### src/hsd_pkg.sv
// package: register map, field positions and carriers for the hose status/diagnostic bank
package hsd_pkg;
	localparam int NUM_SLICES = 4;
	localparam logic [15:0] OFF_DIAG0 = 16'h2a80;
	localparam logic [15:0] OFF_DIAG1 = 16'h2180;
	localparam logic [15:0] OFF_DIAG2 = 16'h2280;
	localparam logic [15:0] OFF_DIAG3 = 16'h2380;
	localparam logic [15:0] OFF_STAT0 = 16'h2a40;
	localparam logic [15:0] OFF_STAT1 = 16'h2140;
	localparam logic [15:0] OFF_STAT2 = 16'h2240;
	localparam logic [15:0] OFF_STAT3 = 16'h2340;
	localparam logic [15:0] OFF_VECTOR = 16'h2b40;
	// status register fields
	localparam int BIT_HOSE_RESET = 31;
	localparam int BIT_PWR_TRANS = 3;
	localparam int BIT_CABLE = 2;
	localparam int BIT_PWR_LEVEL = 1;
	localparam int BIT_ADAPTER_ERR = 0;
	// diagnostic register fields
	localparam int BIT_VMARGIN = 31;
	localparam int BIT_SUPPRESS_RST = 30;
	localparam int BIT_EARLY_EOP = 20;
	localparam int BIT_EXTRA_VALID = 19;
	localparam int BIT_DN_PARITY = 18;
	localparam int BIT_CSR_APE = 17;
	localparam int BIT_CSR_DPE = 16;
	localparam int ECC_WIDTH = 8;
	localparam int VECTOR_WIDTH = 16;
	localparam logic [31:0] DIAG_RESET = 32'h0000_0000;
	localparam logic [15:0] VECTOR_RESET = 16'h0000;

	// csr request from the system bus side
	typedef struct packed {
		logic valid;
		logic write;
		logic [15:0] offset;
		logic [31:0] wdata;
	} hsd_csr_req_t;

	// per-hose inputs from the cable
	typedef struct packed {
		logic power_good;
		logic cable_good;
		logic adapter_fatal;
	} hsd_hose_in_t;

	// per-slice error forcing controls toward the data paths
	typedef struct packed {
		logic early_eop;
		logic extra_valid;
		logic dn_parity;
		logic csr_addr_parity;
		logic csr_data_parity;
		logic [7:0] ecc_flip;
	} hsd_force_t;
endpackage

### src/hsd_regs.sv
// hose status, error forcing and error vector registers of the four data path slices
// Notes on behaviour
// - power-transition flag bit 3 sets on a power-good level change seen outside reset with clock enable high; write one clears.
// - bit 1 shows live power-good level; it never raises interrupts.
// - flag or hose error setting raises level-17 interrupt only when node enable set.
// - bit 2 is read-only cable-good copy, never interrupts.
// - four slices, identical except for bits 16 and 31; slice n reports hose n only.
// - diag bit 31 drives margin: slices 0/1 main converter up/down, 2/3 low converter.
// - raise and lower both set leaves that converter nominal.
// - margin bit survives node reset, cleared only by power-up reset.
// - diag bit 30 suppresses downstream hose reset of hose n during node reset.
// - diag bit 20 forces early end-of-packet on mailbox command packets.
// - diag bit 19 holds downstream valid one extra cycle on mailbox packets.
// - diag bit 18 forces wrong downstream parity, per slice.
// - write-only bit 17 corrupts csr address parity; clears after next csr access.
// - slice 0 bit 16 corrupts csr write data parity seen by other targets.
// - slices 1-3 bit 16 make reads of that slice log parity error in slice 0.
// - force-ecc bits invert matching check bits on read return data.
// - software-loaded 16-bit vector returned on level-3 interrupt identification read.
// - writing one to status bit 31 resets that hose; reads return zero.
`timescale 1ns/100ps
module hsd_regs
	import hsd_pkg::*;
#(
	parameter int SLICES = NUM_SLICES
)
(
	input wire logic clock,
	input wire logic reset,
	input wire logic power_up_reset,
	input wire logic clock_enable,
	input wire hsd_csr_req_t csr_req,
	output logic [31:0] csr_rdata,
	output logic csr_ack,
	input wire hsd_hose_in_t [SLICES-1:0] hose_in,
	input wire logic node_specific_irq_enable,
	output logic level17_irq,
	input wire logic node_reset_active,
	output logic [SLICES-1:0] downstream_hose_reset_n,
	output logic [SLICES-1:0] hose_reset_request,
	output hsd_force_t [SLICES-1:0] force_ctl,
	output logic main_margin_up,
	output logic main_margin_down,
	output logic low_margin_up,
	output logic low_margin_down,
	input wire logic [7:0] ecc_in,
	input wire logic read_return_valid,
	output logic [7:0] ecc_out,
	input wire logic level3_ident_read,
	output logic [15:0] level3_ident_data,
	input wire logic [SLICES-1:0] slice_write_target,
	input wire logic [SLICES-1:0] slice_read_target,
	output logic [SLICES-1:0] slice_csr_bus_parity_err,
	output logic ctl_csr_bus_parity_err
);

	function automatic logic [15:0] stat_off(input int n);
		case (n)
			0: stat_off = OFF_STAT0;
			1: stat_off = OFF_STAT1;
			2: stat_off = OFF_STAT2;
			default: stat_off = OFF_STAT3;
		endcase
	endfunction

	function automatic logic [15:0] diag_off(input int n);
		case (n)
			0: diag_off = OFF_DIAG0;
			1: diag_off = OFF_DIAG1;
			2: diag_off = OFF_DIAG2;
			default: diag_off = OFF_DIAG3;
		endcase
	endfunction

	logic [SLICES-1:0] pwr_prev;
	logic [SLICES-1:0] pwr_trans;
	logic [SLICES-1:0] err_prev;
	logic [SLICES-1:0] vmargin;
	logic [SLICES-1:0] suppress_rst;
	logic [SLICES-1:0] early_eop;
	logic [SLICES-1:0] extra_valid;
	logic [SLICES-1:0] dn_parity;
	logic [SLICES-1:0] csr_ape;
	logic [SLICES-1:0] csr_dpe;
	logic [SLICES-1:0][7:0] ecc_force;
	logic [15:0] err_vector;
	logic [SLICES-1:0] stat_hit;
	logic [SLICES-1:0] diag_hit;
	logic [SLICES-1:0] trans_event;
	logic [SLICES-1:0] err_rise;
	logic vec_hit;
	logic access;
	logic [7:0] ecc_mask;

	assign access = clock_enable && csr_req.valid;
	assign vec_hit = csr_req.offset == OFF_VECTOR;

	genvar g;
	generate
		for (g = 0; g < SLICES; g++)
		begin : g_slice
			assign stat_hit[g] = csr_req.offset == stat_off(g);
			assign diag_hit[g] = csr_req.offset == diag_off(g);
			assign trans_event[g] = hose_in[g].power_good != pwr_prev[g];
			assign err_rise[g] = hose_in[g].adapter_fatal && !err_prev[g];
			assign force_ctl[g].early_eop = early_eop[g];
			assign force_ctl[g].extra_valid = extra_valid[g];
			assign force_ctl[g].dn_parity = dn_parity[g];
			assign force_ctl[g].csr_addr_parity = csr_ape[g];
			assign force_ctl[g].csr_data_parity = csr_dpe[g];
			assign force_ctl[g].ecc_flip = ecc_force[g];
			// suppression only masks the node reset, an explicit hose reset still goes out
			assign downstream_hose_reset_n[g] =
				!((node_reset_active && !suppress_rst[g]) || hose_reset_request[g]);
		end
	endgenerate

	// edge detectors follow the pins through reset, so a hose that is already powered
	// does not look like a fresh transition once reset lets go
	always_ff @(posedge clock)
	begin
		if (reset || clock_enable)
		begin
			for (int i = 0; i < SLICES; i++)
			begin
				pwr_prev[i] <= hose_in[i].power_good;
				err_prev[i] <= hose_in[i].adapter_fatal;
			end
		end
	end

	// sticky transition flags, set beats clear
	always_ff @(posedge clock)
	begin
		if (reset)
			pwr_trans <= '0;
		else if (clock_enable)
		begin
			for (int i = 0; i < SLICES; i++)
			begin
				if (trans_event[i])
					pwr_trans[i] <= 1'b1;
				else if (access && csr_req.write && stat_hit[i] && csr_req.wdata[BIT_PWR_TRANS])
					pwr_trans[i] <= 1'b0;
			end
		end
	end

	// hose reset pulse, one cycle per write of one
	always_ff @(posedge clock)
	begin
		if (reset)
			hose_reset_request <= '0;
		else if (clock_enable)
		begin
			for (int i = 0; i < SLICES; i++)
				hose_reset_request[i] <= access && csr_req.write && stat_hit[i]
					&& csr_req.wdata[BIT_HOSE_RESET];
		end
	end

	// margin and hose-reset suppression live on the power-up reset, a node reset must not undo them
	always_ff @(posedge clock)
	begin
		if (power_up_reset)
		begin
			vmargin <= '0;
			suppress_rst <= '0;
		end
		else if (clock_enable && csr_req.valid && csr_req.write)
		begin
			for (int i = 0; i < SLICES; i++)
			begin
				if (diag_hit[i])
				begin
					vmargin[i] <= csr_req.wdata[BIT_VMARGIN];
					suppress_rst[i] <= csr_req.wdata[BIT_SUPPRESS_RST];
				end
			end
		end
	end

	// diagnostic controls
	always_ff @(posedge clock)
	begin
		if (reset)
		begin
			early_eop <= '0;
			extra_valid <= '0;
			dn_parity <= '0;
			csr_dpe <= '0;
			ecc_force <= '0;
		end
		else if (access && csr_req.write)
		begin
			for (int i = 0; i < SLICES; i++)
			begin
				if (diag_hit[i])
				begin
					early_eop[i] <= csr_req.wdata[BIT_EARLY_EOP];
					extra_valid[i] <= csr_req.wdata[BIT_EXTRA_VALID];
					dn_parity[i] <= csr_req.wdata[BIT_DN_PARITY];
					csr_dpe[i] <= csr_req.wdata[BIT_CSR_DPE];
					ecc_force[i] <= csr_req.wdata[ECC_WIDTH-1:0];
				end
			end
		end
	end

	// address parity force arms on its write and clears on the next access of any kind
	always_ff @(posedge clock)
	begin
		if (reset)
			csr_ape <= '0;
		else if (access)
		begin
			for (int i = 0; i < SLICES; i++)
			begin
				if (csr_req.write && diag_hit[i] && csr_req.wdata[BIT_CSR_APE])
					csr_ape[i] <= 1'b1;
				else
					csr_ape[i] <= 1'b0;
			end
		end
	end

	// error vector
	always_ff @(posedge clock)
	begin
		if (reset)
			err_vector <= VECTOR_RESET;
		else if (access && csr_req.write && vec_hit)
			err_vector <= csr_req.wdata[VECTOR_WIDTH-1:0];
	end

	// read data and acknowledge
	always_ff @(posedge clock)
	begin
		if (reset)
		begin
			csr_rdata <= '0;
			csr_ack <= 1'b0;
		end
		else if (clock_enable)
		begin
			csr_ack <= csr_req.valid;
			csr_rdata <= '0;
			if (csr_req.valid && !csr_req.write)
			begin
				for (int i = 0; i < SLICES; i++)
				begin
					if (stat_hit[i])
					begin
						csr_rdata[BIT_PWR_TRANS] <= pwr_trans[i];
						csr_rdata[BIT_CABLE] <= hose_in[i].cable_good;
						csr_rdata[BIT_PWR_LEVEL] <= hose_in[i].power_good;
						csr_rdata[BIT_ADAPTER_ERR] <= hose_in[i].adapter_fatal;
					end
					if (diag_hit[i])
					begin
						csr_rdata[BIT_VMARGIN] <= vmargin[i];
						csr_rdata[BIT_SUPPRESS_RST] <= suppress_rst[i];
						csr_rdata[BIT_EARLY_EOP] <= early_eop[i];
						csr_rdata[BIT_EXTRA_VALID] <= extra_valid[i];
						csr_rdata[BIT_DN_PARITY] <= dn_parity[i];
						csr_rdata[BIT_CSR_DPE] <= csr_dpe[i];
						csr_rdata[ECC_WIDTH-1:0] <= ecc_force[i];
					end
				end
				if (vec_hit)
					csr_rdata[VECTOR_WIDTH-1:0] <= err_vector;
			end
		end
	end

	// level-3 ident read returns the vector
	always_ff @(posedge clock)
	begin
		if (reset)
			level3_ident_data <= '0;
		else if (clock_enable && level3_ident_read)
			level3_ident_data <= err_vector;
	end

	// interrupt: only transition flags and adapter errors count, never the levels
	always_ff @(posedge clock)
	begin
		if (reset)
			level17_irq <= 1'b0;
		else if (clock_enable)
			level17_irq <= node_specific_irq_enable && ((|trans_event) || (|err_rise));
	end

	// check bit inversion on read return
	always_comb
	begin
		ecc_mask = '0;
		for (int i = 0; i < SLICES; i++)
			ecc_mask = ecc_mask | ecc_force[i];
	end

	always_ff @(posedge clock)
	begin
		if (reset)
			ecc_out <= '0;
		else if (clock_enable)
			ecc_out <= read_return_valid ? (ecc_in ^ ecc_mask) : ecc_in;
	end

	// internal csr bus parity error outcomes
	always_ff @(posedge clock)
	begin
		if (reset)
		begin
			slice_csr_bus_parity_err <= '0;
			ctl_csr_bus_parity_err <= 1'b0;
		end
		else if (clock_enable)
		begin
			for (int i = 0; i < SLICES; i++)
			begin
				if (i == 0)
					slice_csr_bus_parity_err[i] <= (access && csr_ape[i])
						|| (|(slice_read_target[SLICES-1:1] & csr_dpe[SLICES-1:1]));
				else
					slice_csr_bus_parity_err[i] <= (access && csr_ape[i])
						|| (slice_write_target[i] && csr_dpe[0]);
			end
			ctl_csr_bus_parity_err <= csr_dpe[0] && slice_write_target[0] == 1'b0
				&& access && csr_req.write && !(|stat_hit) && !(|diag_hit) && !vec_hit;
		end
	end

	// converter margin: conflicting requests cancel to nominal
	assign main_margin_up = vmargin[0] && !vmargin[1];
	assign main_margin_down = vmargin[1] && !vmargin[0];
	assign low_margin_up = vmargin[2] && !vmargin[3];
	assign low_margin_down = vmargin[3] && !vmargin[2];

	property p_margin_conflict;
		@(posedge clock) disable iff (power_up_reset)
			(vmargin[0] && vmargin[1]) |-> !main_margin_up && !main_margin_down;
	endproperty
	a_margin_conflict: assert property (p_margin_conflict) else $error("margin conflict not nominal");

	property p_trans_sets;
		@(posedge clock) disable iff (reset)
			(clock_enable && trans_event[1]) |=> pwr_trans[1];
	endproperty
	a_trans_sets: assert property (p_trans_sets) else $error("transition flag did not set");

	property p_trans_holds;
		@(posedge clock) disable iff (reset)
			(pwr_trans[1] && !(access && csr_req.write && stat_hit[1])) |=> pwr_trans[1];
	endproperty
	a_trans_holds: assert property (p_trans_holds) else $error("transition flag lost");

	property p_irq_gated;
		@(posedge clock) disable iff (reset)
			(clock_enable && !node_specific_irq_enable) |=> !level17_irq;
	endproperty
	a_irq_gated: assert property (p_irq_gated) else $error("interrupt while disabled");

	property p_irq_on_err;
		@(posedge clock) disable iff (reset)
			(clock_enable && node_specific_irq_enable && err_rise[2]) |=> level17_irq;
	endproperty
	a_irq_on_err: assert property (p_irq_on_err) else $error("no interrupt on hose error");

	property p_hose_reset;
		@(posedge clock) disable iff (reset)
			(access && csr_req.write && stat_hit[2] && csr_req.wdata[BIT_HOSE_RESET])
				|=> hose_reset_request[2] && !downstream_hose_reset_n[2];
	endproperty
	a_hose_reset: assert property (p_hose_reset) else $error("hose reset not issued");

	property p_suppress;
		@(posedge clock) disable iff (reset)
			(suppress_rst[0] && !hose_reset_request[0]) |-> downstream_hose_reset_n[0];
	endproperty
	a_suppress: assert property (p_suppress) else $error("suppressed hose reset asserted");

	property p_ape_clears;
		@(posedge clock) disable iff (reset)
			(csr_ape[0] && access && !(csr_req.write && diag_hit[0] && csr_req.wdata[BIT_CSR_APE]))
				|=> !csr_ape[0];
	endproperty
	a_ape_clears: assert property (p_ape_clears) else $error("address parity force stuck");

	property p_vector;
		@(posedge clock) disable iff (reset)
			(clock_enable && level3_ident_read) |=> level3_ident_data == $past(err_vector);
	endproperty
	a_vector: assert property (p_vector) else $error("wrong ident vector");

endmodule // hsd_regs

### config.mk
export PLATFORM = sky130hd
export DESIGN_NAME = hsd_regs
export DESIGN_NICKNAME = d
export VERILOG_FILES = /design/src/hsd_pkg.sv /design/src/hsd_regs.sv
export SDC_FILE = /design/constraint.sdc
export NUM_CORES = 1
export LEC_CHECK = 0
export BUFFER_PORTS_ARGS = -buffer_cell sky130_fd_sc_hd__buf_4
export CAP_MARGIN = 20
export CORE_MARGIN = 4
export CORE_UTILIZATION = 55
export DETAILED_ROUTE_END_ITERATION = 10
export GPL_ROUTABILITY_DRIVEN = 0
export PLACE_DENSITY = 0.88
export SETUP_SLACK_MARGIN = 0.2
export SYNTH_ARGS = -nofsm -noshare
export SYNTH_HDL_FRONTEND = slang
export SYNTH_SLANG_ARGS = --single-unit
### constraint.sdc
create_clock -name clock -period 5.8 [get_ports clock]
set_clock_uncertainty 0.1 [all_clocks]
set_input_delay 1.16 -clock clock [delete_from_list [all_inputs] [get_ports clock]]
set_output_delay 1.16 -clock clock [all_outputs]
set_load 0.01 [all_outputs]
==> impl_results.md <==
* # port buffers at 192
* Resized cells post-CTS at 0
* Data arrival time of the critical path at 3.73 ns
* Largest area contributor in the netlist: sky130_fd_sc_hd__dfxtp_1
* Post-route ant nets at 0
* Post-Synthesis Cell Area at 6485 um^2
* Via density per instance at 6.103
* Remaining DRCs at 0
* Endpoint kind of the worst setup timing path: flip-flop
* Pin count of the biggest net entering global routing at 57
* Worst max-slew margin expressed relative to the limit at 0.2845
* Worst Path Max Fanout at 14
* Routed length per instance at 20.15 um
* # clock sinks at 145
* Launch point of the worst reg-to-reg path: pwr_prev[0]$_DFFE_PP_
* Post-route minimum period at 3.557 ns
* Area after detailed placement at 7866 um^2
* Type of origin of the critical path: input port
* Finish-stage setup viols at 0
* Area of the die at 13,590 um^2
* CTS Root Buffer Type: sky130_fd_sc_hd__clkbuf_16
* Cell Rows at 39
* Share of layout cells above drive strength 1 at 0.2865
* Starting density of the core at 0.5655
* Count of buffers added by post-CTS timing repair for setup at 0
* Number of max-cap violations at 0
* Net count, final at 1,014
* Diodes inserted at 0
* Number of antenna violations at the first check in global routing at 0
* Hold buffer count at cts at 0
* Cell at the slowest stage of the critical path: sky130_fd_sc_hd__or4_1
* Setup Crit Path Kind: input port to flip-flop
* Std-Cell Core Area at 11,470 um^2
* End of the worst register-to-register path: level17_irq$_SDFFE_PP0P_
* First-pass iteration count of the detailed router at 6
* Total negative slack at 0 ns
* Post-synthesis to final-layout area growth at 30.21%
* Gr ovfl total at 0
* Syn Area/Cell at 8.522 um^2
* Global-route usage over all layers at 0.3172
* Level count of the clock H-tree at 4
* Number of endpoints with negative hold slack in the final report at 0
* Worst-path cell chain: buf_4, or4_1, nor3_4, nand3_1, nand2_1, a21oi_1
* Most area-consuming cells after synthesis: sky130_fd_sc_hd__dfxtp_1, sky130_fd_sc_hd__nand2_1, sky130_fd_sc_hd__a21oi_1
* TritonCTS clock tree: done
* Most instantiated cells after synthesis: sky130_fd_sc_hd__nand2_1, sky130_fd_sc_hd__dfxtp_1, sky130_fd_sc_hd__a21oi_1, sky130_fd_sc_hd__clkbuf_1, sky130_fd_sc_hd__nor2_1
* Area of all placed cells without fillers at 8444 um^2
* Share of the synthesized area in the top cell type at 0.4229
* PD cells at 268.1 nW/um^2
* Clock edge transition at the registers on the reported setup and hold paths at 0.06 ns
* Min-delay worst type: flip-flop to flip-flop
* Die extent in x at 116.6 um
* Start point of the critical path: csr_req[33]
* Total wire length at 21,800 um
* Die outline height at 116.6 um
* Routed via count at 6,603
* Proportion of synthesized flip-flops having asynchronous set or reset at 0
* Maximum buffer depth of the clock tree at 2
* Number of instances in the synthesized netlist at 761
* Critical path required time at 5.97 ns
* Post-detail-place hpwl at 14,650 um
* Most common cell in the synthesized netlist: sky130_fd_sc_hd__nand2_1
* Leakage at 3.310 nW
* Total I/O pin count at 213
* Clock insertion delay at the later pin of the skew report at 0.42 ns
* Unrepaired setup endpoints after global routing: no
* Number of flip-flops and latches in the synthesized netlist at 145
* Unique masters post-synth at 67
* Max frequency at 281.2 MHz
* Number of synthesis warnings at 0
* Primary FF master, synth: sky130_fd_sc_hd__dfxtp_1
* Status: completed
* Global-route wire length before repair at 33,140 um
* Critical path's largest stage delay at 0.82 ns
* End point of the critical path: force_ctl[42]$_SDFFE_PP0P_
* Register-to-Register Setup Slack at 4.14 ns
* Highest ir drop seen on vdd at 0.0002050 V
* Via count of the first global-routing pass at 6,304
* Register area share after synthesis at 0.4600
* Count of final max-slew check failures at 0
* Number of synthesized flops with an enable pin at 8
* Worst-case reg-to-reg path depth at 5
* Clock buffer count from CTS at 17
* Fin crit share at 0.6132
* Actual slew at the worst max-slew pin at 1.065 ns
* Initial DRC Count at 860
==> critical path: cells and delay by family <==
family          cells  cell delay [ns]
simple gates        4             2.33
buf+inv             1             0.12
compound gates      1             0.11
==> cell usage in the layout, fill, tap and decap left out, types with 3 or more instances in the layout <==
cell	count
sky130_fd_sc_hd__nand2_1	192
sky130_fd_sc_hd__o41ai_1	8
sky130_fd_sc_hd__a31oi_1	4
sky130_fd_sc_hd__a211oi_1	11
sky130_fd_sc_hd__o21ai_0	23
sky130_fd_sc_hd__nand3_1	12
sky130_fd_sc_hd__clkbuf_16	18
sky130_fd_sc_hd__a21o_1	9
sky130_fd_sc_hd__o2111ai_1	3
sky130_fd_sc_hd__nor4_4	6
sky130_fd_sc_hd__a21oi_2	9
sky130_fd_sc_hd__nor2b_1	9
sky130_fd_sc_hd__nor3_2	3
sky130_fd_sc_hd__nand2_2	11
sky130_fd_sc_hd__a222oi_1	6
sky130_fd_sc_hd__edfxtp_1	8
sky130_fd_sc_hd__buf_4	199
sky130_fd_sc_hd__a22o_1	11
sky130_fd_sc_hd__dfxtp_1	137
sky130_fd_sc_hd__and3_1	3
sky130_fd_sc_hd__and2_1	4
sky130_fd_sc_hd__clkbuf_1	3
sky130_fd_sc_hd__conb_1	10
sky130_fd_sc_hd__and4b_1	3
sky130_fd_sc_hd__nand4b_1	4
sky130_fd_sc_hd__nand2b_1	6
sky130_fd_sc_hd__nand4_1	4
sky130_fd_sc_hd__a21oi_1	101
sky130_fd_sc_hd__xor2_1	12
sky130_fd_sc_hd__inv_1	12
sky130_fd_sc_hd__a22oi_1	18
sky130_fd_sc_hd__nor2_1	25
==> routing by layer <==
layer / vias up / share of wire / wire length, um / GRT usage
li1: 3010 / - / - / -
met1: 3090 / 0.39 / 8410 / 0.4091
met2: 427 / 0.46 / 10110 / 0.4966
met3: 76 / 0.11 / 2384 / 0.08342
met4: 0 / 0.041 / 893 / 0.1521
met5: - / 0 / 0 / 0
==> report_power, final <==
group	total (W)	internal [W]	switching, W
sequential	0.00103	0.00102	0.00000667
combinational	0.000156	0.0000628	0.0000930
clock	0.00108	0.000667	0.000416
==> metrics by stage <==
step	power (W)	hold WS, ns	std cells	utilization	setup WS, ns
global placement	0.001197	0.3329	1052	0.6860	1.981
global route	0.002320	0.3748	1082	0.7364	2.163
finish	0.002264	0.3526	1082	0.7364	2.243
detailed placement	0.001200	0.3438	1052	0.6860	1.875
floorplan	0.001121	0.3417	770	-	2.880
CTS	0.002261	0.3568	1082	0.7364	2.290
==> how the worst min path moves through the flow <==
| stage | endpoint | cells past startpoint | slack [ns] | from |
|---|---|---|---|---|
| 2_1_floorplan | suppress_rst[3]$_SDFFE_PP0P_ | 2 | 0.34 | suppress_rst[3]$_SDFFE_PP0P_ |
| 3_3_place_gp | csr_rdata[6]$_SDFFE_PP0P_ | 2 | 0.33 | csr_rdata[6]$_SDFFE_PP0P_ |
| 3_5_place_dp | csr_rdata[16]$_SDFFE_PP0P_ | 1 | 0.34 | csr_rdata[16]$_SDFFE_PP0P_ |
| 4_1_cts | level3_ident_data[14]$_SDFFE_PP0P_ | 2 | 0.36 | level3_ident_data[14]$_SDFFE_PP0P_ |
| 5_1_grt | csr_rdata[31]$_SDFFE_PP0P_ | 1 | 0.37 | csr_rdata[31]$_SDFFE_PP0P_ |
| 6_report | level3_ident_data[14]$_SDFFE_PP0P_ | 2 | 0.35 | level3_ident_data[14]$_SDFFE_PP0P_ |
==> state kept, by name (all words and copies together), names as in the netlist, 8 cells and up <==
signal / cells
csr_rdata: 22
ecc_out: 8
err_vector: 16
force_ctl: 32
level3_ident_data: 16
==> area by class of cell <==
class / instances / area, um^2
clock buffers: 22 / 475.5
flip-flops and latches: 145 / 2983
well taps: 143 / 178.9
repair buffers: 199 / 1494
multi-input cells: 553 / 3166
fillers: 845 / 3023
inverters: 12 / 45.04
clock inverters: 8 / 102.6
==> cells by family after synthesis <==
family / share of synthesized area
mux: 0.001544
flops: 0.4600
compound gates: 0.2296
buf+inv: 0.05827
simple gates: 0.2338
other cells: 0.0005783
xor+xnor: 0.01621
No activity file was read; power rests on OpenSTA's default activity.
